## src/line_config_defines.svh

```systemverilog
// register map, field positions, reset values and timing counts of the line block
`ifndef LINE_CONFIG_DEFINES_SVH
`define LINE_CONFIG_DEFINES_SVH

// ****************************************************************
// register byte offsets
// ****************************************************************
`define OFS_CTRL 6'h00
`define OFS_HALF 6'h04
`define OFS_TMO  6'h08
`define OFS_FUNC 6'h0c
`define OFS_OUT  6'h10
`define OFS_DIR  6'h14
`define OFS_IN   6'h18
`define OFS_CMD  6'h1c
`define OFS_STAT 6'h20
`define OFS_MASK 6'h24
`define OFS_LIVE 6'h28

// ****************************************************************
// field positions
// ****************************************************************
`define CTRL_SER  0
`define CTRL_STB  1
`define CTRL_WAIT 2
`define CTRL_RUN  3
`define CTRL_WID  4
`define CMD_STB   0
`define CMD_WAIT  1
`define ST_STB    0
`define ST_DONE   1
`define ST_TMO    2
`define ST_REJ    3
`define LIVE_STB  0
`define LIVE_WAIT 1
`define LIVE_SCLK 2
`define LN_SCLK   0
`define LN_SEL    1
`define LN_MOSI   2
`define LN_MISO   3
`define LN_STB    4
`define LN_CMP    5

// ****************************************************************
// reset values, limits and timing
// ****************************************************************
`define HALF_RST     16'h0002
`define HALF_MIN     16'h0002
`define TMO_RST      32'h0000_ffff
`define TMO_MAX      32'hffff_fffe
`define CLK_NS       20
`define STB_SHORT_NS 100
`define STB_MED_NS   200
`define STB_LONG_NS  400
`define NS_TO_CYC(t) (((t) + `CLK_NS - 1) / `CLK_NS)

`endif

```

## src/line_config_pkg.sv

```systemverilog
// types shared by the line block modules
package line_config_pkg;

  typedef enum logic [1:0] {STB_IDLE = 2'b00, STB_PULSE = 2'b01} strobe_state_t;
  typedef enum logic [1:0] {WAIT_IDLE = 2'b00, WAIT_RUN = 2'b01} wait_state_t;

  typedef enum logic [2:0] {
    FN_UNUSED       = 3'h0,
    FN_TWO_WAY      = 3'h1,
    FN_FIXED_HIGH   = 3'h2,
    FN_FIXED_LOW    = 3'h3,
    FN_RECEIVE_ONLY = 3'h4
  } line_fn_t;

  typedef struct packed {
    logic        level;
    logic        active;
    logic [15:0] cnt;
  } sclk_state_t;

  typedef struct packed {
    logic          ser_en;
    logic          stb_en;
    logic          wait_en;
    logic          ser_run;
    logic [1:0]    width;
    logic [15:0]   half;
    logic [31:0]   tmo;
    logic [26:0]   func;
    logic [8:0]    dout;
    logic [8:0]    ddir;
    logic [3:0]    status;
    logic [3:0]    mask;
    strobe_state_t sst;
    logic [4:0]    scnt;
    wait_state_t   wst;
    logic [31:0]   wcnt;
    logic [8:0]    sync1;
    logic [8:0]    sync2;
    logic [8:0]    pin_out;
    logic [8:0]    pin_oe;
    logic          irq;
    logic          resp;
    logic [31:0]   rdata;
  } line_state_t;

endpackage

```

## src/serial_clock_gen.sv

```systemverilog
// symmetric serial clock generator with a programmable half period
`timescale 1ns/1ps

module serial_clock_gen (
  input  wire logic        clk_sys,
  input  wire logic        rst,
  input  wire logic        run,
  input  wire logic [15:0] half_count,
  output logic             sclk
);

  line_config_pkg::sclk_state_t s;
  line_config_pkg::sclk_state_t n;

  always_comb begin
    n = s;
    if (!run) begin
      n = '0;
    end else if (!s.active) begin
      n.active = 1'b1;
      n.level  = 1'b1;
      n.cnt    = 16'h0001;
    end else if (s.cnt >= half_count) begin
      // >= so a shrunk half period never runs the count away
      n.level = ~s.level;
      n.cnt   = 16'h0001;
    end else begin
      n.cnt = s.cnt + 16'h0001;
    end
  end

  always_ff @(posedge clk_sys) begin
    if (rst) begin
      s <= '0;
    end else begin
      s <= n;
    end
  end

  assign sclk = s.level;

  half_period_a: assert property (@(posedge clk_sys) disable iff (rst)
    (s.active && $past(s.active) && $stable(half_count) && s.level != $past(s.level))
    |-> $past(s.cnt) == half_count)
    else $error("serial clock phase length differs from half period");

endmodule // serial_clock_gen

```

## src/module_bus_line_config.sv

```systemverilog
// backplane line configuration block: serial clock, strobe, completion wait, general lines
// Notes on behaviour
// - serial enable reserves clock, select, MOSI, MISO
// - half period count accepted from 2 upward
// - serial clock high and low equally long
// - strobe line reserved and usable only when enabled
// - strobe width short, medium or long
// - completion wait times out with error flag
// - timeout count accepted up to fffffffe
// - two-way line: input at start, may drive
// - fixed high line drives high, writes ignored
// - fixed low line drives low, writes ignored
// - receive-only or unused line never drives
// - reserved lines refuse general line functions
// - unconfigured free line behaves as unused
//
// Added by the designer: the register addresses and the Avalon-MM slave port.
`timescale 1ns/1ps
`include "line_config_defines.svh"

module module_bus_line_config (
  input  wire logic        clk_sys,
  input  wire logic        rst,
  input  wire logic [3:0]  avs_address,
  input  wire logic        avs_read,
  input  wire logic        avs_write,
  input  wire logic [31:0] avs_writedata,
  input  wire logic [3:0]  avs_byteenable,
  output logic      [31:0] avs_readdata,
  output logic             avs_waitrequest,
  output logic             irq,
  input  wire logic [8:0]  line_in,
  output logic      [8:0]  line_out,
  output logic      [8:0]  line_oe
);

  // ****************************************************************
  // state and helpers
  // ****************************************************************
  line_config_pkg::line_state_t s;
  line_config_pkg::line_state_t n;
  logic        sclk;
  logic        acc;
  logic        wr_take;
  logic        cmd_stb;
  logic        cmd_wait;
  logic [5:0]  addr;
  logic [31:0] rd;
  logic [31:0] wf;
  logic [3:0]  set;
  logic [3:0]  clr;
  logic [8:0]  res;

  function automatic logic [31:0] merge_bytes(input logic [31:0] old, input logic [31:0] wd,
                                              input logic [3:0] be);
    logic [31:0] r;
    r = old;
    for (int b = 0; b < 4; b++) begin
      if (be[b]) begin
        r[b*8 +: 8] = wd[b*8 +: 8];
      end
    end
    return r;
  endfunction
  function automatic logic [4:0] strobe_cycles(input logic [1:0] sel);
    logic [4:0] c;
    case (sel)
      2'h0:    c = 5'(`NS_TO_CYC(`STB_SHORT_NS));
      2'h1:    c = 5'(`NS_TO_CYC(`STB_MED_NS));
      default: c = 5'(`NS_TO_CYC(`STB_LONG_NS));
    endcase
    return c;
  endfunction
  function automatic line_config_pkg::line_fn_t fn_of(input logic [26:0] f, input int i);
    logic [2:0] c;
    c = f[i*3 +: 3];
    // codes past the last function fall back to unused
    if (c > 3'h4) begin
      return line_config_pkg::FN_UNUSED;
    end
    return line_config_pkg::line_fn_t'(c);
  endfunction
  function automatic logic [8:0] reserved(input logic ser, input logic stb, input logic wt);
    logic [8:0] m;
    m            = 9'h000;
    m[`LN_SCLK]  = ser;
    m[`LN_SEL]   = ser;
    m[`LN_MOSI]  = ser;
    m[`LN_MISO]  = ser;
    m[`LN_STB]   = stb;
    m[`LN_CMP]   = wt;
    return m;
  endfunction
  function automatic logic func_ok(input logic [26:0] f, input logic [8:0] m);
    logic ok;
    ok = 1'b1;
    for (int i = 0; i < 9; i++) begin
      if (f[i*3 +: 3] > 3'h4 || (m[i] && f[i*3 +: 3] != 3'h0)) begin
        ok = 1'b0;
      end
    end
    return ok;
  endfunction

  // ****************************************************************
  // serial clock
  // ****************************************************************
  serial_clock_gen u_sclk (
    .clk_sys    (clk_sys),
    .rst        (rst),
    .run        (s.ser_en & s.ser_run),
    .half_count (s.half),
    .sclk       (sclk)
  );

  // ****************************************************************
  // bus slave
  // ****************************************************************
  assign addr     = {avs_address, 2'b00};
  assign acc      = avs_read | avs_write;
  assign wr_take  = s.resp & avs_write;
  assign wf       = merge_bytes(rd, avs_writedata, avs_byteenable);
  assign cmd_stb  = wr_take && addr == `OFS_CMD && wf[`CMD_STB];
  assign cmd_wait = wr_take && addr == `OFS_CMD && wf[`CMD_WAIT];

  always_comb begin
    rd = 32'h0;
    case (addr)
      `OFS_CTRL: begin
        rd[`CTRL_SER]      = s.ser_en;
        rd[`CTRL_STB]      = s.stb_en;
        rd[`CTRL_WAIT]     = s.wait_en;
        rd[`CTRL_RUN]      = s.ser_run;
        rd[`CTRL_WID +: 2] = s.width;
      end
      `OFS_HALF: rd[15:0] = s.half;
      `OFS_TMO:  rd       = s.tmo;
      `OFS_FUNC: rd[26:0] = s.func;
      `OFS_OUT:  rd[8:0]  = s.dout;
      `OFS_DIR:  rd[8:0]  = s.ddir;
      `OFS_IN:   rd[8:0]  = s.sync2;
      `OFS_STAT: rd[3:0]  = s.status;
      `OFS_MASK: rd[3:0]  = s.mask;
      `OFS_LIVE: begin
        rd[`LIVE_STB]  = s.sst == line_config_pkg::STB_PULSE;
        rd[`LIVE_WAIT] = s.wst == line_config_pkg::WAIT_RUN;
        rd[`LIVE_SCLK] = sclk;
      end
      default:   rd = 32'h0;
    endcase
  end

  // ****************************************************************
  // next state
  // ****************************************************************
  always_comb begin
    n       = s;
    set     = 4'h0;
    clr     = 4'h0;
    n.sync1 = line_in;
    n.sync2 = s.sync1;
    n.resp  = acc & ~s.resp;
    if (acc && !s.resp) begin
      n.rdata = rd;
    end
    // only bits already reported are cleared, so later events survive
    if (s.resp && avs_read && addr == `OFS_STAT) begin
      clr = s.rdata[3:0];
    end
    if (wr_take) begin
      case (addr)
        `OFS_CTRL: begin
          n.ser_en  = wf[`CTRL_SER];
          n.stb_en  = wf[`CTRL_STB];
          n.wait_en = wf[`CTRL_WAIT];
          n.ser_run = wf[`CTRL_RUN];
          if (wf[`CTRL_WID +: 2] == 2'h3) begin
            set[`ST_REJ] = 1'b1;
          end else begin
            n.width = wf[`CTRL_WID +: 2];
          end
        end
        `OFS_HALF: begin
          if (wf[15:0] >= `HALF_MIN) begin
            n.half = wf[15:0];
          end else begin
            set[`ST_REJ] = 1'b1;
          end
        end
        `OFS_TMO: begin
          if (wf <= `TMO_MAX) begin
            n.tmo = wf;
          end else begin
            set[`ST_REJ] = 1'b1;
          end
        end
        `OFS_FUNC: begin
          if (func_ok(wf[26:0], reserved(s.ser_en, s.stb_en, s.wait_en))) begin
            n.func = wf[26:0];
          end else begin
            set[`ST_REJ] = 1'b1;
          end
        end
        `OFS_OUT:  n.dout = wf[8:0];
        `OFS_DIR:  n.ddir = wf[8:0];
        `OFS_MASK: n.mask = wf[3:0];
        default: ;
      endcase
    end
    // convert strobe
    case (s.sst)
      line_config_pkg::STB_IDLE: begin
        if (cmd_stb && s.stb_en) begin
          n.sst  = line_config_pkg::STB_PULSE;
          n.scnt = 5'h01;
        end else if (cmd_stb) begin
          set[`ST_REJ] = 1'b1;
        end
      end
      line_config_pkg::STB_PULSE: begin
        if (!n.stb_en) begin
          n.sst = line_config_pkg::STB_IDLE;
        end else if (s.scnt >= strobe_cycles(s.width)) begin
          n.sst         = line_config_pkg::STB_IDLE;
          set[`ST_STB]  = 1'b1;
        end else begin
          n.scnt = s.scnt + 5'h01;
        end
        if (cmd_stb) begin
          set[`ST_REJ] = 1'b1;
        end
      end
      default: n.sst = line_config_pkg::STB_IDLE;
    endcase
    // completion wait
    case (s.wst)
      line_config_pkg::WAIT_IDLE: begin
        if (cmd_wait && s.wait_en) begin
          n.wst  = line_config_pkg::WAIT_RUN;
          n.wcnt = 32'h0;
        end else if (cmd_wait) begin
          set[`ST_REJ] = 1'b1;
        end
      end
      line_config_pkg::WAIT_RUN: begin
        if (!s.wait_en) begin
          n.wst = line_config_pkg::WAIT_IDLE;
        end else if (!s.sync2[`LN_CMP]) begin
          n.wst         = line_config_pkg::WAIT_IDLE;
          set[`ST_DONE] = 1'b1;
        end else if (s.wcnt >= s.tmo) begin
          n.wst        = line_config_pkg::WAIT_IDLE;
          set[`ST_TMO] = 1'b1;
        end else begin
          n.wcnt = s.wcnt + 32'h1;
        end
        if (cmd_wait) begin
          set[`ST_REJ] = 1'b1;
        end
      end
      default: n.wst = line_config_pkg::WAIT_IDLE;
    endcase
    // a new event beats the read that clears it
    n.status = (s.status & ~clr) | set;
    n.irq    = |(n.status & n.mask);
    // general lines, then reserved lines override
    res = reserved(n.ser_en, n.stb_en, n.wait_en);
    for (int i = 0; i < 9; i++) begin
      n.pin_oe[i]  = 1'b0;
      n.pin_out[i] = 1'b0;
      case (fn_of(n.func, i))
        line_config_pkg::FN_TWO_WAY: begin
          n.pin_oe[i]  = n.ddir[i];
          n.pin_out[i] = n.dout[i];
        end
        line_config_pkg::FN_FIXED_HIGH: begin
          n.pin_oe[i]  = 1'b1;
          n.pin_out[i] = 1'b1;
        end
        line_config_pkg::FN_FIXED_LOW: begin
          n.pin_oe[i]  = 1'b1;
          n.pin_out[i] = 1'b0;
        end
        default: n.pin_oe[i] = 1'b0;
      endcase
      if (res[i]) begin
        n.pin_oe[i]  = 1'b0;
        n.pin_out[i] = 1'b0;
      end
    end
    if (n.ser_en) begin
      n.pin_oe[`LN_SCLK]  = 1'b1;
      n.pin_out[`LN_SCLK] = sclk;
      n.pin_oe[`LN_SEL]   = 1'b1;
      n.pin_out[`LN_SEL]  = ~n.ser_run;
      n.pin_oe[`LN_MOSI]  = 1'b1;
      n.pin_out[`LN_MOSI] = n.dout[`LN_MOSI];
    end
    if (n.stb_en) begin
      // strobe is active low, idles high
      n.pin_oe[`LN_STB]  = 1'b1;
      n.pin_out[`LN_STB] = n.sst != line_config_pkg::STB_PULSE;
    end
  end

  always_ff @(posedge clk_sys) begin
    if (rst) begin
      s      <= '0;
      s.half <= `HALF_RST;
      s.tmo  <= `TMO_RST;
    end else begin
      s <= n;
    end
  end

  assign avs_readdata    = s.rdata;
  assign avs_waitrequest = acc & ~s.resp;
  assign irq             = s.irq;
  assign line_out        = s.pin_out;
  assign line_oe         = s.pin_oe;

  // ****************************************************************
  // checks
  // ****************************************************************
  serial_lines_a: assert property (@(posedge clk_sys) disable iff (rst)
    s.ser_en |-> line_oe[`LN_SCLK] && line_oe[`LN_SEL] && line_oe[`LN_MOSI] && !line_oe[`LN_MISO])
    else $error("serial lines not held by serial engine");
  half_floor_a: assert property (@(posedge clk_sys) disable iff (rst)
    s.half >= `HALF_MIN)
    else $error("half period count below minimum");
  strobe_owner_a: assert property (@(posedge clk_sys) disable iff (rst)
    (!s.stb_en |-> s.sst == line_config_pkg::STB_IDLE) and (s.stb_en |-> line_oe[`LN_STB]))
    else $error("strobe used or undriven outside its enable");
  strobe_width_a: assert property (@(posedge clk_sys) disable iff (rst)
    ($past(s.sst) == line_config_pkg::STB_PULSE && s.sst == line_config_pkg::STB_IDLE && s.stb_en)
    |-> $past(s.scnt) == strobe_cycles($past(s.width)) && line_out[`LN_STB])
    else $error("strobe ended at wrong width");
  wait_timeout_a: assert property (@(posedge clk_sys) disable iff (rst)
    (s.wst == line_config_pkg::WAIT_RUN && s.wait_en && s.sync2[`LN_CMP] && s.wcnt >= s.tmo)
    |=> s.status[`ST_TMO] && s.wst == line_config_pkg::WAIT_IDLE)
    else $error("timeout not reported");
  timeout_range_a: assert property (@(posedge clk_sys) disable iff (rst)
    s.tmo <= `TMO_MAX)
    else $error("timeout count out of range");
  two_way_a: assert property (@(posedge clk_sys) disable iff (rst)
    fn_of(s.func, 6) == line_config_pkg::FN_TWO_WAY
    |-> line_oe[6] == s.ddir[6] && (!s.ddir[6] || line_out[6] == s.dout[6]))
    else $error("two-way line not following output registers");
  fixed_high_a: assert property (@(posedge clk_sys) disable iff (rst)
    fn_of(s.func, 7) == line_config_pkg::FN_FIXED_HIGH |-> line_oe[7] && line_out[7])
    else $error("fixed high line not driven high");
  fixed_low_a: assert property (@(posedge clk_sys) disable iff (rst)
    fn_of(s.func, 8) == line_config_pkg::FN_FIXED_LOW |-> line_oe[8] && !line_out[8])
    else $error("fixed low line not driven low");
  input_only_a: assert property (@(posedge clk_sys) disable iff (rst)
    (fn_of(s.func, 6) == line_config_pkg::FN_RECEIVE_ONLY || fn_of(s.func, 6) == line_config_pkg::FN_UNUSED)
    |-> !line_oe[6])
    else $error("input line driven");
  completion_input_a: assert property (@(posedge clk_sys) disable iff (rst)
    s.wait_en |-> !line_oe[`LN_CMP])
    else $error("completion line driven while reserved");
  wait_done_a: assert property (@(posedge clk_sys) disable iff (rst)
    (s.wst == line_config_pkg::WAIT_RUN && s.wait_en && !s.sync2[`LN_CMP])
    |=> (s.status[`ST_DONE] && !s.status[`ST_TMO]) || $past(s.status[`ST_TMO]))
    else $error("completion not reported");
endmodule // module_bus_line_config

```

## config.mk

```make
export PLATFORM = sky130hd
export DESIGN_NAME = module_bus_line_config
export DESIGN_NICKNAME = d
export VERILOG_FILES = /design/src/line_config_pkg.sv /design/src/serial_clock_gen.sv /design/src/module_bus_line_config.sv
export VERILOG_INCLUDE_DIRS = /design/src
export SDC_FILE = /design/constraint.sdc
export NUM_CORES = 1
export LEC_CHECK = 0
export CAP_MARGIN = 20
export CORE_ASPECT_RATIO = 1.75
export CORE_MARGIN = 2
export CORE_UTILIZATION = 40
export DETAILED_ROUTE_END_ITERATION = 7
export DONT_BUFFER_PORTS = 1
export PLACE_DENSITY = 0.58
export SYNTH_ARGS = -nofsm -noshare
export SYNTH_HDL_FRONTEND = slang
export SYNTH_SLANG_ARGS = --single-unit
```

## constraint.sdc

```tcl
create_clock -name clk_sys -period 4.9 [get_ports clk_sys]
set_input_delay 0 -clock clk_sys [delete_from_list [all_inputs] [get_ports clk_sys]]
set_output_delay 0 -clock clk_sys [all_outputs]
set_load 0.02 [all_outputs]
```

[Word-level counts from Yosys, hierarchy flattened]
Index checks and enable logic that the tools add are counted.
Storage, ports and cells
  register bits after elaboration: 236
  bits in latches: 0
  bits in writable memories: 0
  ROM bits: 0
  bits of input ports: 53
  output and inout bits: 52
  logic and storage cells: 304
  memories kept: 0
Operators by class
  $add $sub $neg: 3
  multiply operators: 0
  divide/modulo/power cells: 0
  magnitude comparators: 23
  equality and inequality tests: 51
  shift operators: 0
  multiplexer cells: 129
  bitwise gates (word level): 14
  reductions and logical operators: 53
Operators with widths (number)
  $mux 32: 5
  $mux 99: 1
  $mux 16: 4
  $pmux 32 s2: 1
  $mux 3: 20
  $eq 3x2->1 const B: 18
  $gt 3x3->1 const B: 18
  $mux 27: 2
  $pmux 1 s2: 20
  $mux 1: 39
  $mux 34: 1
  $add 32x1->32 const B: 1
  $ge 32x32->1: 1
  $le 32x32->1 const B: 1
  $mux 8: 4
  $pmux 3 s10: 1
  $eq 3x1->1 const B: 9
  $mux 5: 5
  $reduce_or 2->1: 12
  $pmux 11 s2: 1
  $pmux 7 s3: 1
  $pmux 5 s2: 2
  $mux 9: 2
  $pmux 3 s6: 1
  other kinds (41): 103

[Logic depth before layout (Yosys ltp)]
Gate-level depths: netlist of run 1.
  depth in word-level cells: 29
  gate-level depth with buffers: 16
  mapped depth without buffers: 12

[By module]
A second synthesis of run 1 with hierarchy kept.
Second synthesis, totals
  cells, all modules: 1496
  area total of the unflattened synthesis: 12849.8 sq um
By module, submodules not included
  module_bus_line_config: instances 1, cells each 1361, area each 11713.7 sq um, sequential area each 4344.2 sq um
  serial_clock_gen: instances 1, cells each 135, area each 1136.1 sq um, sequential area each 360.3 sq um

[Worst setup path before layout of run 1]
OpenSTA, ideal clock, no wires.
  path kind: register to register
  start: register s[70] (netlist name)
  end: register s[95] (netlist name)
  library setup time: 132 ps
  data arrival time: 3198 ps
  required time: 4768 ps
  setup slack: 1569 ps
  cell stages (with the launch flop): 14
  buffers on the path: 1
  period minus slack after synthesis: 3331 ps
  path through: dfxtp_1 -> inv_1 -> ha_1 -> nand2b_1 -> a21o_1 -> a21o_1 -> a21oi_1 -> o21ai_1 -> a211o_1 -> a2111oi_2 -> nor2_1 -> clkbuf_1 -> o41ai_1 -> a21oi_1
Between the ends
  word-level cells in the longest chain between the ends: 5
  elaborated cells between the ends (all ways): 8
  classes of those cells: add/sub: 1; order compare: 1; eq/ne: 1; mux: 4; reduce/logical: 1
RTL lines
  start: declaration: line module_bus_line_config.sv:40  | line_config_pkg::line_state_t s;
  start signal: assignment: line module_bus_line_config.sv:312  | s <= n;
  $add 32x1->32: line module_bus_line_config.sv:255  | n.wcnt = s.wcnt + 32'h1;
  $mux 32: line module_bus_line_config.sv:251  | end else if (s.wcnt >= s.tmo) begin
  $mux 32: line module_bus_line_config.sv:248  | end else if (!s.sync2[`LN_CMP]) begin
  $mux 32: line module_bus_line_config.sv:246  | if (!s.wait_en) begin
  $pmux 32 s2: line module_bus_line_config.sv:236  | case (s.wst)
Several ways; a longest one is shown, not always the timed one. The select of a mux whose other input is x is not followed.
A chain may end at the register's enable or synchronous reset.

[Final worst setup path of run 1]
  start: input port avs_address[3]
  end: register s[192] (netlist name)
Between the ends
  word-level cells in the longest chain between the ends: 5
  elaborated cells between the ends (all ways): 23
  classes of those cells: order compare: 1; eq/ne: 9; mux: 11; reduce/logical: 2
RTL lines
  start: declaration: line module_bus_line_config.sv:24  | input wire logic [3:0] avs_address,
  $eq 4x4->1, or another cell as far along: line module_bus_line_config.sv:128  | case (addr)
  $pmux 3 s10, or another cell as far along: line module_bus_line_config.sv:128
  $mux 8: line module_bus_line_config.sv:59  | if (be[b]) begin
  $le 32x32->1 (no source line)
  $reduce_and 3->1 (no source line)
Several ways; a longest one is shown, not always the timed one.

==> results of run 1 <==
==> worst register-to-register path, stage by stage (launching register included) <==
cell       delay, ps
dfxtp_1          310
mux2_2           270
a222oi_1         480
a31oi_2          340
a2111oi_4        450
a41oi_2          210
nor4_1           610
nand2_1          120
buf_4            270
or3_1            400
nand3_1          150
a21oi_1           90
==> stage by stage <==
stage	hold slack [ps]	area (um^2)	instances	total power, mW
global route	27.81	14050	1921	4.248
CTS	4.274	14020	1920	4.153
floorplan	128.2	12770	1539	2.200
global placement	84.54	12620	1818	2.227
finish	11.59	14050	1922	4.128
detailed placement	85.79	12620	1818	2.228
==> area by class of cell <==
cell class                      instances  area, um^2  area share (%)
Multi-Input combinational cell       1101        7036           50.08
Antenna cell                            1       2.502         0.01781
Clock inverter                          8       53.80          0.3829
Clock buffer                           34       729.5           5.192
Inverter                               70       262.8           1.870
Timing Repair Buffer                   77       765.7           5.450
Tap cell                              396       495.5           3.527
Sequential cell                       235        4705           33.48
==> metal layers <==
metal | GRT usage, % | wire, um | up-vias
met1 | 28.84 | 16610 | 5471
met2 | 47.17 | 22500 | 422
met4 | 19.07 | 3602 | 0
met3 | 3.326 | 2341 | 129
li1 | - | - | 5279
met5 | 0 | 0 | -
==> timing repair <==
item	4_1_cts	5_1_grt
endpoints found under the hold margin	177	0
hold buffers	60	0
gates resized for setup	0	0
==> flip-flops by register name, indices dropped and copies added (netlist names) <==
register      count
avs_readdata     32
irq               1
line_oe           9
line_out          9
n                 9
s               157
u_sclk.s         17
u_sclk.sclk       1
==> cell families (layout without fill, tap and decap cells) <==
group / Yosys count / in the layout
compound gates: 308 / 308
xor+xnor: 34 / 34
fa+ha+maj: 56 / 56
buf+inv: 203 / 189
flops: 235 / 235
mux: 90 / 90
other cells: 1 / 2
simple gates: 612 / 612
==> Yosys cell counts (20+ instances only) <==
library cell,n,area share (%)
o211ai_1,30,1.8
a21o_1,23,1.4
nand2_1,147,4.3
ha_1,56,5.5
mux2_2,26,2.3
nor2b_1,34,1.7
a21oi_1,90,3.5
a211oi_1,28,1.6
mux2i_1,58,4.5
buf_4,53,3.1
dfxtp_1,235,37
nor2_1,222,6.5
clkbuf_1,55,1.6
o21ai_0,40,1.6
nand3_1,42,1.6
nor3_1,33,1.3
nand4_1,20,0.98
inv_1,70,2.1
==> worst paths after layout <==
kind | depth (start not counted) | end | from | slack, ps
worst min-delay path | 3 | avs_readdata[6] | avs_address[2] | 10
worst max register to register | 11 | line_oe[4] | s[122] | 1040
worst max-delay path | 13 | s[192] | avs_address[3] | 300
worst min register to register | 1 | s[56] | n[56] | 430
==> power by group through the flow <==
stage	Clock (mW)	Combinational (mW)	Sequential (mW)
after global placement	0	0.225	2.00
after floorplan	0	0.219	1.98
after CTS	1.89	0.301	1.96
after global routing	1.96	0.327	1.96
final	1.86	0.309	1.96
after detailed placement	0	0.225	2.00
==> qor.csv, run 1 <==
stage;metric;value;unit
floorplanning;dieHeight;240.4;um
timing;finalCritPeriodShare;93.81;%
clocking;htree_levels;1;
power;p_sw_share;25.46;%
yosys;synthAdderAreaFrac;5.488;%
yosys;synth_seq_cells;235;
placement;numPortBuffers;0;
power;pwr-share-comb;7.5;%
clocking;path_clk_slew;60;ps
yosys;synth-edff-count;0;
timing;timing.final.max_slew_violations;0;
yosys;synthXorXnorAreaFrac;2.332;%
hold_path;hp-class;primary input to register;
routing;wirelength;45050;um
timing;worst_slack;303.1;ps
clocking;cts_tree;built;
job;drv_cap;0;
placement;dp_slack;1170;ps
global_routing;grt_max_degree;155;
global_routing;grt-ovfl-total;0;
global_routing;grt_pass1_wl;67540;um
final_layout;utilization;44.72;%
yosys;yosys_warnings;0;
setup_path;cpPeakStageDelay;820;ps
setup_path;cp.required;5300;ps
timing;setup_violations;0;
clocking;clk_latency;550;ps
routing;vias;11300;
yosys;syn-num-nets;1648;
setup_path;crit_family;buffers and inverters;
floorplanning;core;31420;um^2
placement;place_congestion;0.9682;
routing;drtIter0Drc;929;
yosys;netlist_area;12770;um^2
final_layout;num-nets-final;1619;
setup_path;cp-start-kind;primary input;
yosys;synth_top_flop_cell;dfxtp_1;
floorplanning;start_util;40.64;%
routing;viasPerCell;5.880;
yosys;synth_cell_types;89;
setup_path;slowest_stage;dlygate4sd3_1;
timing;tns;0;ps
global_routing;grt_util_all_layers;26.46;%
setup_path;crit_buf_inv;3;
final_layout;syn_to_final_growth;10.03;%
routing;ant_nets;0;
yosys;async_reset_ff_share;0;%
yosys;synth_cells;1539;
timing;rsz0062_at_grt;no;
setup_path;worstSetupPathType;primary input to register;
power;pwr-share-seq;47.5;%
clocking;cts_sinks;235;
floorplanning;pin_count;105;
setup_path;worstPathCellList;dlygate4sd3_1 -> nor2_1 -> dlygate4sd3_1 -> nand2_1 -> a31oi_1 -> nand2_1 -> nor3_1 -> nand4_1 -> nand4_1 -> o21bai_1 -> mux2i_1 -> dlygate4sd3_1 -> nor2_1;
clocking;clk_path_buf_depth;3;
global_routing;grt_pass1_vias;11250;
setup_path;crit_path_max_fanout;15;
routing;wire_per_inst;23.44;um
timing;skew;21.80;ps
clocking;cts_buffers;25;
clocking;root_buffer;clkbuf_16;
clocking;postCtsSetupRepairBufs;0;
timing;fmax;217.5;MHz
setup_path;critPathCaptureType;register;
power;p_int;3.077;mW
final_layout;fillers;3161;
timing;hold_viol_final;0;
yosys;avgSynthCellArea;8.297;um^2
yosys;synthSimpleGateAreaFrac;23.15;%
yosys;synth_top_family_by_area;simple AND/OR/NAND/NOR gates;
routing;route.detailed.drc;0;
final_layout;final_cell_mix;235 x dfxtp_1, 222 x nor2_1, 147 x nand2_1;
routing;dr.pass1.iters;7;
floorplanning;dieWidth;139.1;um
timing;slew_headroom;25.54;%
yosys;synth_mux_area_share;7.663;%
yosys;synth_seq_area_share;36.84;%
power;power.switching;1.051;mW
setup_path;cp_common_cell;dlygate4sd3_1;
power;irDropWorstVdd;0.3239;mV
placement;dpl.hpwl;32210;um
outcome;status;finished clean;
timing;fin_crit;4597;ps
global_routing;grt_antenna_before_repair;0;
floorplanning;row_count;86;
power;leakagePower;5.656;nW
power;power.density;293.8;nW/um^2
yosys;synth_compound_area_share;16.44;%
final_layout;drive_above_1_share;7.410;%
timing;max_slew.worst_pin.slew;1107;ps
floorplanning;dieArea;33420;um^2
setup_path;worstPathArrival;4990;ps
power;power_frac_clock;45.0;%
final_layout;final_common_cell;dfxtp_1;
Note: power is estimated with default switching activity, not from simulation.
==> inputs of run 2 (changes only) <==
--- a/config.mk
+++ b/config.mk
@@ -10,9 +10,10 @@
 export CORE_ASPECT_RATIO = 1.75
 export CORE_MARGIN = 2
 export CORE_UTILIZATION = 40
+export CTS_BUF_LIST = sky130_fd_sc_hd__clkbuf_2
 export DETAILED_ROUTE_END_ITERATION = 7
 export DONT_BUFFER_PORTS = 1
-export PLACE_DENSITY = 0.58
+export PLACE_DENSITY = 0.6
 export SYNTH_ARGS = -nofsm -noshare
 export SYNTH_HDL_FRONTEND = slang
 export SYNTH_SLANG_ARGS = --single-unit
==> constraint.sdc (replaced) <==
create_clock -name clk_sys -period 3.8 [get_ports clk_sys]
set_input_delay 0 -clock clk_sys [delete_from_list [all_inputs] [get_ports clk_sys]]
set_output_delay 0 -clock clk_sys [all_outputs]
set_load 0.02 [all_outputs]
==> qor.csv, run 2 (same netlist as run 1, synthesis figures left out) <==
stage;metric;value;unit
setup_path;worstPathArrival;4630;ps
placement;dpl-instance-area;12870;um^2
timing;slew_headroom;28.44;%
placement;numPortBuffers;0;
floorplanning;dieArea;33420;um^2
setup_path;critPathCaptureType;register;
hold_path;hp-class;primary input to register;
setup_path;slowest_stage;dlygate4sd3_1;
setup_path;crit_path_max_fanout;50;
timing;skew;130.1;ps
setup_path;rr_worst_depth;12;
timing;hold_viol_final;0;
final_layout;syn_to_final_growth;16.94;%
final_layout;drive_above_1_share;12.46;%
final_layout;largest_reg_flops;157;
floorplanning;dieHeight;240.4;um
setup_path;cp.required;4700;ps
final_layout;fillers;3180;
timing;fmax;268.2;MHz
clocking;htree_levels;2;
final_layout;instances_no_fill;2101;
placement;dpl.hpwl;31910;um
routing;route.detailed.drc;0;
routing;vias;12120;
global_routing;grt_antenna_before_repair;2;
setup_path;cp-start-kind;primary input;
power;p_int;3.269;mW
floorplanning;core;31420;um^2
global_routing;grt_util_all_layers;27.69;%
routing;wirelength;47710;um
timing;rsz0062_at_grt;yes;
clocking;cts_sinks;235;
final_layout;num-nets-final;1768;
timing;fin_crit;3728;ps
clocking;cts_buffers;57;
timing;timing.final.max_slew_violations;0;
routing;viasPerCell;5.771;
clocking;path_clk_slew;110;ps
setup_path;worstSetupPathType;primary input to register;
placement;place_congestion;0.9999;
floorplanning;pin_count;105;
timing;max_slew.worst_pin.slew;1072;ps
routing;dr.pass1.iters;6;
global_routing;grt_max_degree;155;
power;post-layout-total-power;4.709;mW
job;drv_cap;0;
floorplanning;start_util;40.64;%
power;irDropWorstVdd;0.2410;mV
power;power.switching;1.440;mW
power;leakagePower;6.278;nW
power;power_frac_clock;35.5;%
setup_path;cpPeakStageDelay;790;ps
timing;finalCritPeriodShare;98.11;%
final_layout;final_cell_area;14930;um^2
timing;holdWs;88.40;ps
power;p_sw_share;30.59;%
floorplanning;dieWidth;139.1;um
power;pwr-share-comb;10.9;%
routing;ant_nets;0;
clocking;clk_latency;980;ps
timing;setup_violations;0;
clocking;clk_path_buf_depth;3;
global_routing;grt_pass1_wl;70340;um
setup_path;worstPathCellList;dlygate4sd3_1 -> buf_16 -> or3b_2 -> o2bb2ai_1 -> mux2_2 -> dlygate4sd3_1 -> o21ai_0 -> o2111ai_1 -> nor4_4 -> buf_4 -> buf_6 -> buf_4 -> or4bb_1 -> o211ai_1 -> a22o_1;
global_routing;grt_pass1_vias;11670;
routing;wire_per_inst;22.71;um
power;power.density;315.4;nW/um^2
final_layout;top_register;s;
final_layout;final_common_cell;dfxtp_1;
placement;placedCellCount;1851;
global_routing;grt-ovfl-total;0;
routing;drtIter0Drc;974;
floorplanning;row_count;86;
final_layout;final_cell_mix;235 x dfxtp_1, 221 x nor2_1, 147 x nand2_1;
hold_path;hold_path_depth;5;
clocking;root_buffer;clkbuf_2;
outcome;status;finished clean;
power;pwr-share-seq;53.6;%
clocking;cts_tree;built;
run 2: changes by cell type in the layout (fill, tap and decap cells not counted), sizes merged:
| cell | previous run | this run |
|---|---|---|
| dlygate4sd3 | 59 | 129 |
| clkbuf | 34 | 82 |
| buf | 18 | 60 |
| clkinv | 4 | 19 |
| clkinvlp | 4 | 0 |
| dlymetal6s4s | 0 | 4 |
| diode | 1 | 3 |
| inv | 70 | 72 |
run 2: power by group through the flow:
stage	Combinational, mW	Clock (mW)	Sequential, mW
floorplan	0.282	0	2.56
global placement	0.303	0	2.58
detailed placement	0.302	0	2.58
CTS	0.490	1.73	2.53
global route	0.536	1.84	2.53
finish	0.511	1.67	2.53
run 2: layer usage:
layer / GRT usage [%] / part of all wire, % / vias up
li1: - / - / 5632
met1: 29.96 / 36 / 5766
met2: 48.59 / 49 / 547
met3: 5.198 / 6.9 / 179
met4: 19.47 / 7.6 / 0
met5: 0 / 0 / -
run 2: repair_timing:
item                       in CTS  in global routing
hold endpoints to repair      219                  0
hold buffers                  138                  0
setup buffers                   0                  5
setup endpoints to repair       0                 28
resized for setup               0                 23
run 2: area by class of cell:
type | count | area [um^2] | share of cell area (%)
sequential | 235 | 4705 | 31.51
antenna | 3 | 7.507 | 0.05028
multi-input combinational | 1101 | 7091 | 47.49
tap | 396 | 495.5 | 3.318
inverter | 70 | 262.8 | 1.760
timing repair buffer | 194 | 1883 | 12.61
clock inverter | 21 | 82.58 | 0.5530
clock buffer | 81 | 405.4 | 2.715
run 2: metrics by stage:
stage	setup TNS (ps)	util, %	setup slack [ps]
after floorplan	0	-	469.3
after global placement	0	40.95	166.3
after detailed placement	0	40.95	155.9
after CTS	0	47.10	4.059
after global routing	-7.612	47.52	-7.612
final	0	47.52	71.70
run 2: worst paths after layout:
| check | start | end | slack, ps |
|---|---|---|---|
| max | avs_address[1] | line_out[2] | 70 |
| min | avs_address[3] | s[197] | 90 |
| max reg2reg | s[216] | s[200] | 100 |
| min reg2reg | n[60] | s[60] | 450 |
run 2: worst max-delay path, delay by kind of cell:
family / cells / cell delay, ps
buffers and inverters: 6 / 2130
and+or+nand+nor: 3 / 1160
AOI/OAI and AO/OA: 5 / 1010
muxes: 1 / 300
==> inputs of run 3 (changes only) <==
--- a/config.mk
+++ b/config.mk
@@ -6,14 +6,15 @@
 export SDC_FILE = /design/constraint.sdc
 export NUM_CORES = 1
 export LEC_CHECK = 0
+export BUFFER_PORTS_ARGS = -buffer_cell sky130_fd_sc_hd__clkbuf_2
 export CAP_MARGIN = 20
 export CORE_ASPECT_RATIO = 1.75
 export CORE_MARGIN = 2
 export CORE_UTILIZATION = 40
 export CTS_BUF_LIST = sky130_fd_sc_hd__clkbuf_2
 export DETAILED_ROUTE_END_ITERATION = 7
-export DONT_BUFFER_PORTS = 1
-export PLACE_DENSITY = 0.6
+export MAX_ROUTING_LAYER = met4
+export PLACE_DENSITY = 0.61
 export SYNTH_ARGS = -nofsm -noshare
 export SYNTH_HDL_FRONTEND = slang
 export SYNTH_SLANG_ARGS = --single-unit
==> constraint.sdc (replaced) <==
create_clock -name clk_sys -period 4.5 [get_ports clk_sys]
set_input_delay 0 -clock clk_sys [delete_from_list [all_inputs] [get_ports clk_sys]]
set_output_delay 0 -clock clk_sys [all_outputs]
set_load 0.02 [all_outputs]
==> qor.csv, run 3 (same netlist as run 1, synthesis figures left out) <==
stage;metric;value;unit
timing;worst_slack;184.1;ps
routing;wl_met2;23790;um
power;post-layout-total-power;4.055;mW
clocking;clk_latency;1000;ps
global_routing;grt-ovfl-total;0;
setup_path;worstSetupPathType;primary input to register;
setup_path;cp.required;5290;ps
final_layout;final_cell_area;15230;um^2
job;drv_cap;0;
global_routing;grt_pass1_wl;70570;um
placement;dpl.hpwl;33940;um
final_layout;syn_to_final_growth;19.29;%
clocking;root_buffer;clkbuf_2;
setup_path;crit_path_max_fanout;33;
final_layout;final_common_cell;dfxtp_1;
routing;vias;12270;
timing;setup_violations;0;
global_routing;grt_pass1_vias;11910;
floorplanning;dieWidth;139.1;um
global_routing;grt_max_degree;62;
final_layout;largest_reg_flops;157;
hold_path;hp-class;primary input to register;
floorplanning;start_util;40.64;%
timing;rsz0062_at_grt;no;
placement;place_congestion;1.022;
global_routing;grt_util_all_layers;28.46;%
timing;timing.final.max_slew_violations;0;
clocking;cts_sinks;235;
placement;placedCellCount;1942;
global_routing;grt_antenna_before_repair;1;
floorplanning;core;31420;um^2
placement;numPortBuffers;104;
final_layout;num-nets-final;1845;
timing;skew;162.3;ps
routing;dr_wl_met3;2212;um
timing;finalCritPeriodShare;95.91;%
routing;wirelength;47100;um
routing;ant_nets;0;
clocking;path_clk_slew;110;ps
routing;wl_met1;17160;um
power;power.density;266.2;nW/um^2
setup_path;worstPathArrival;5110;ps
final_layout;final_cell_mix;234 x dfxtp_1, 222 x nor2_1, 177 x clkbuf_2;
routing;dr.pass1.iters;6;
routing;wire_per_inst;21.68;um
timing;fin_crit;4316;ps
floorplanning;dieArea;33420;um^2
outcome;status;finished clean;
setup_path;cp-start-kind;primary input;
final_layout;top_register;s;
floorplanning;dieHeight;240.4;um
routing;top_layer_used;met4;
floorplanning;pin_count;105;
timing;fmax;231.7;MHz
power;irDropWorstVdd;0.1867;mV
timing;tns;0;ps
final_layout;utilization;48.48;%
setup_path;critPathCaptureType;register;
power;leakagePower;6.593;nW
final_layout;instances_no_fill;2172;
timing;holdWs;51.24;ps
final_layout;drive_above_1_share;15.94;%
timing;slew_headroom;27.00;%
clocking;cts_buffers;57;
timing;hold_viol_final;0;
placement;dpl-instance-area;13350;um^2
clocking;clk_path_buf_depth;3;
routing;viasPerCell;5.651;
routing;route.detailed.drc;0;
clocking;htree_levels;2;
routing;drtIter0Drc;857;
timing;max_slew.worst_pin.slew;1087;ps
clocking;cts_tree;built;
placement;dp_slack;589.1;ps
floorplanning;row_count;86;
-- run 3: layout make-up --
cell class,count,area (um^2)
Clock inverter,24,148.9
Antenna cell,1,2.502
Clock buffer,74,370.4
Inverter,70,262.8
Sequential cell,235,4706
Multi-Input combinational cell,1101,7062
Tap cell,396,495.5
Fill cell,3157,16190
Timing Repair Buffer,271,2185
-- run 3: path summary, 6_finish.rpt --
kind                  start              end  slack (ps)  cells past startpoint
max reg2reg          s[151]           s[192]         230                     12
max          avs_address[2]           s[192]         180                     15
min reg2reg          s[110]           s[109]         420                      1
min          avs_address[1]  avs_readdata[4]          50                      6
-- run 3: routing by layer --
metal / up-vias / track usage (%)
li1: 5780 / -
met1: 5819 / 29.27
met2: 528 / 49.68
met3: 147 / 3.824
met4: 0 / 20.81
met5: - / -
-- run 3: report_power, final --
| part | internal [mW] | total, mW | leakage (nW) | switching (mW) |
|---|---|---|---|---|
| Sequential | 2.10 | 2.12 | 1.90 | 0.0184 |
| Clock | 0.569 | 1.48 | 0.385 | 0.913 |
| Combinational | 0.176 | 0.454 | 4.31 | 0.278 |
-- run 3: repair_timing --
action / in CTS / in global routing
hold endpoints to repair: 183 / 0
setup buffers: 0 / 0
hold buffers: 130 / 0
gates resized for setup: 0 / 8
setup endpoints to repair: 0 / 9
-- run 3: worst max-delay path, cell delays in order --
cell	delay, ps
clkbuf_2	420
dlygate4sd3_1	810
nor3b_2	520
buf_4	260
nand2_1	90
o21ai_0	350
o2111ai_1	200
nor3_2	300
nand4_1	170
nand4_1	240
o21bai_2	260
mux2i_1	270
dlygate4sd3_1	590
nor2_1	40
dlygate4sd3_1	560
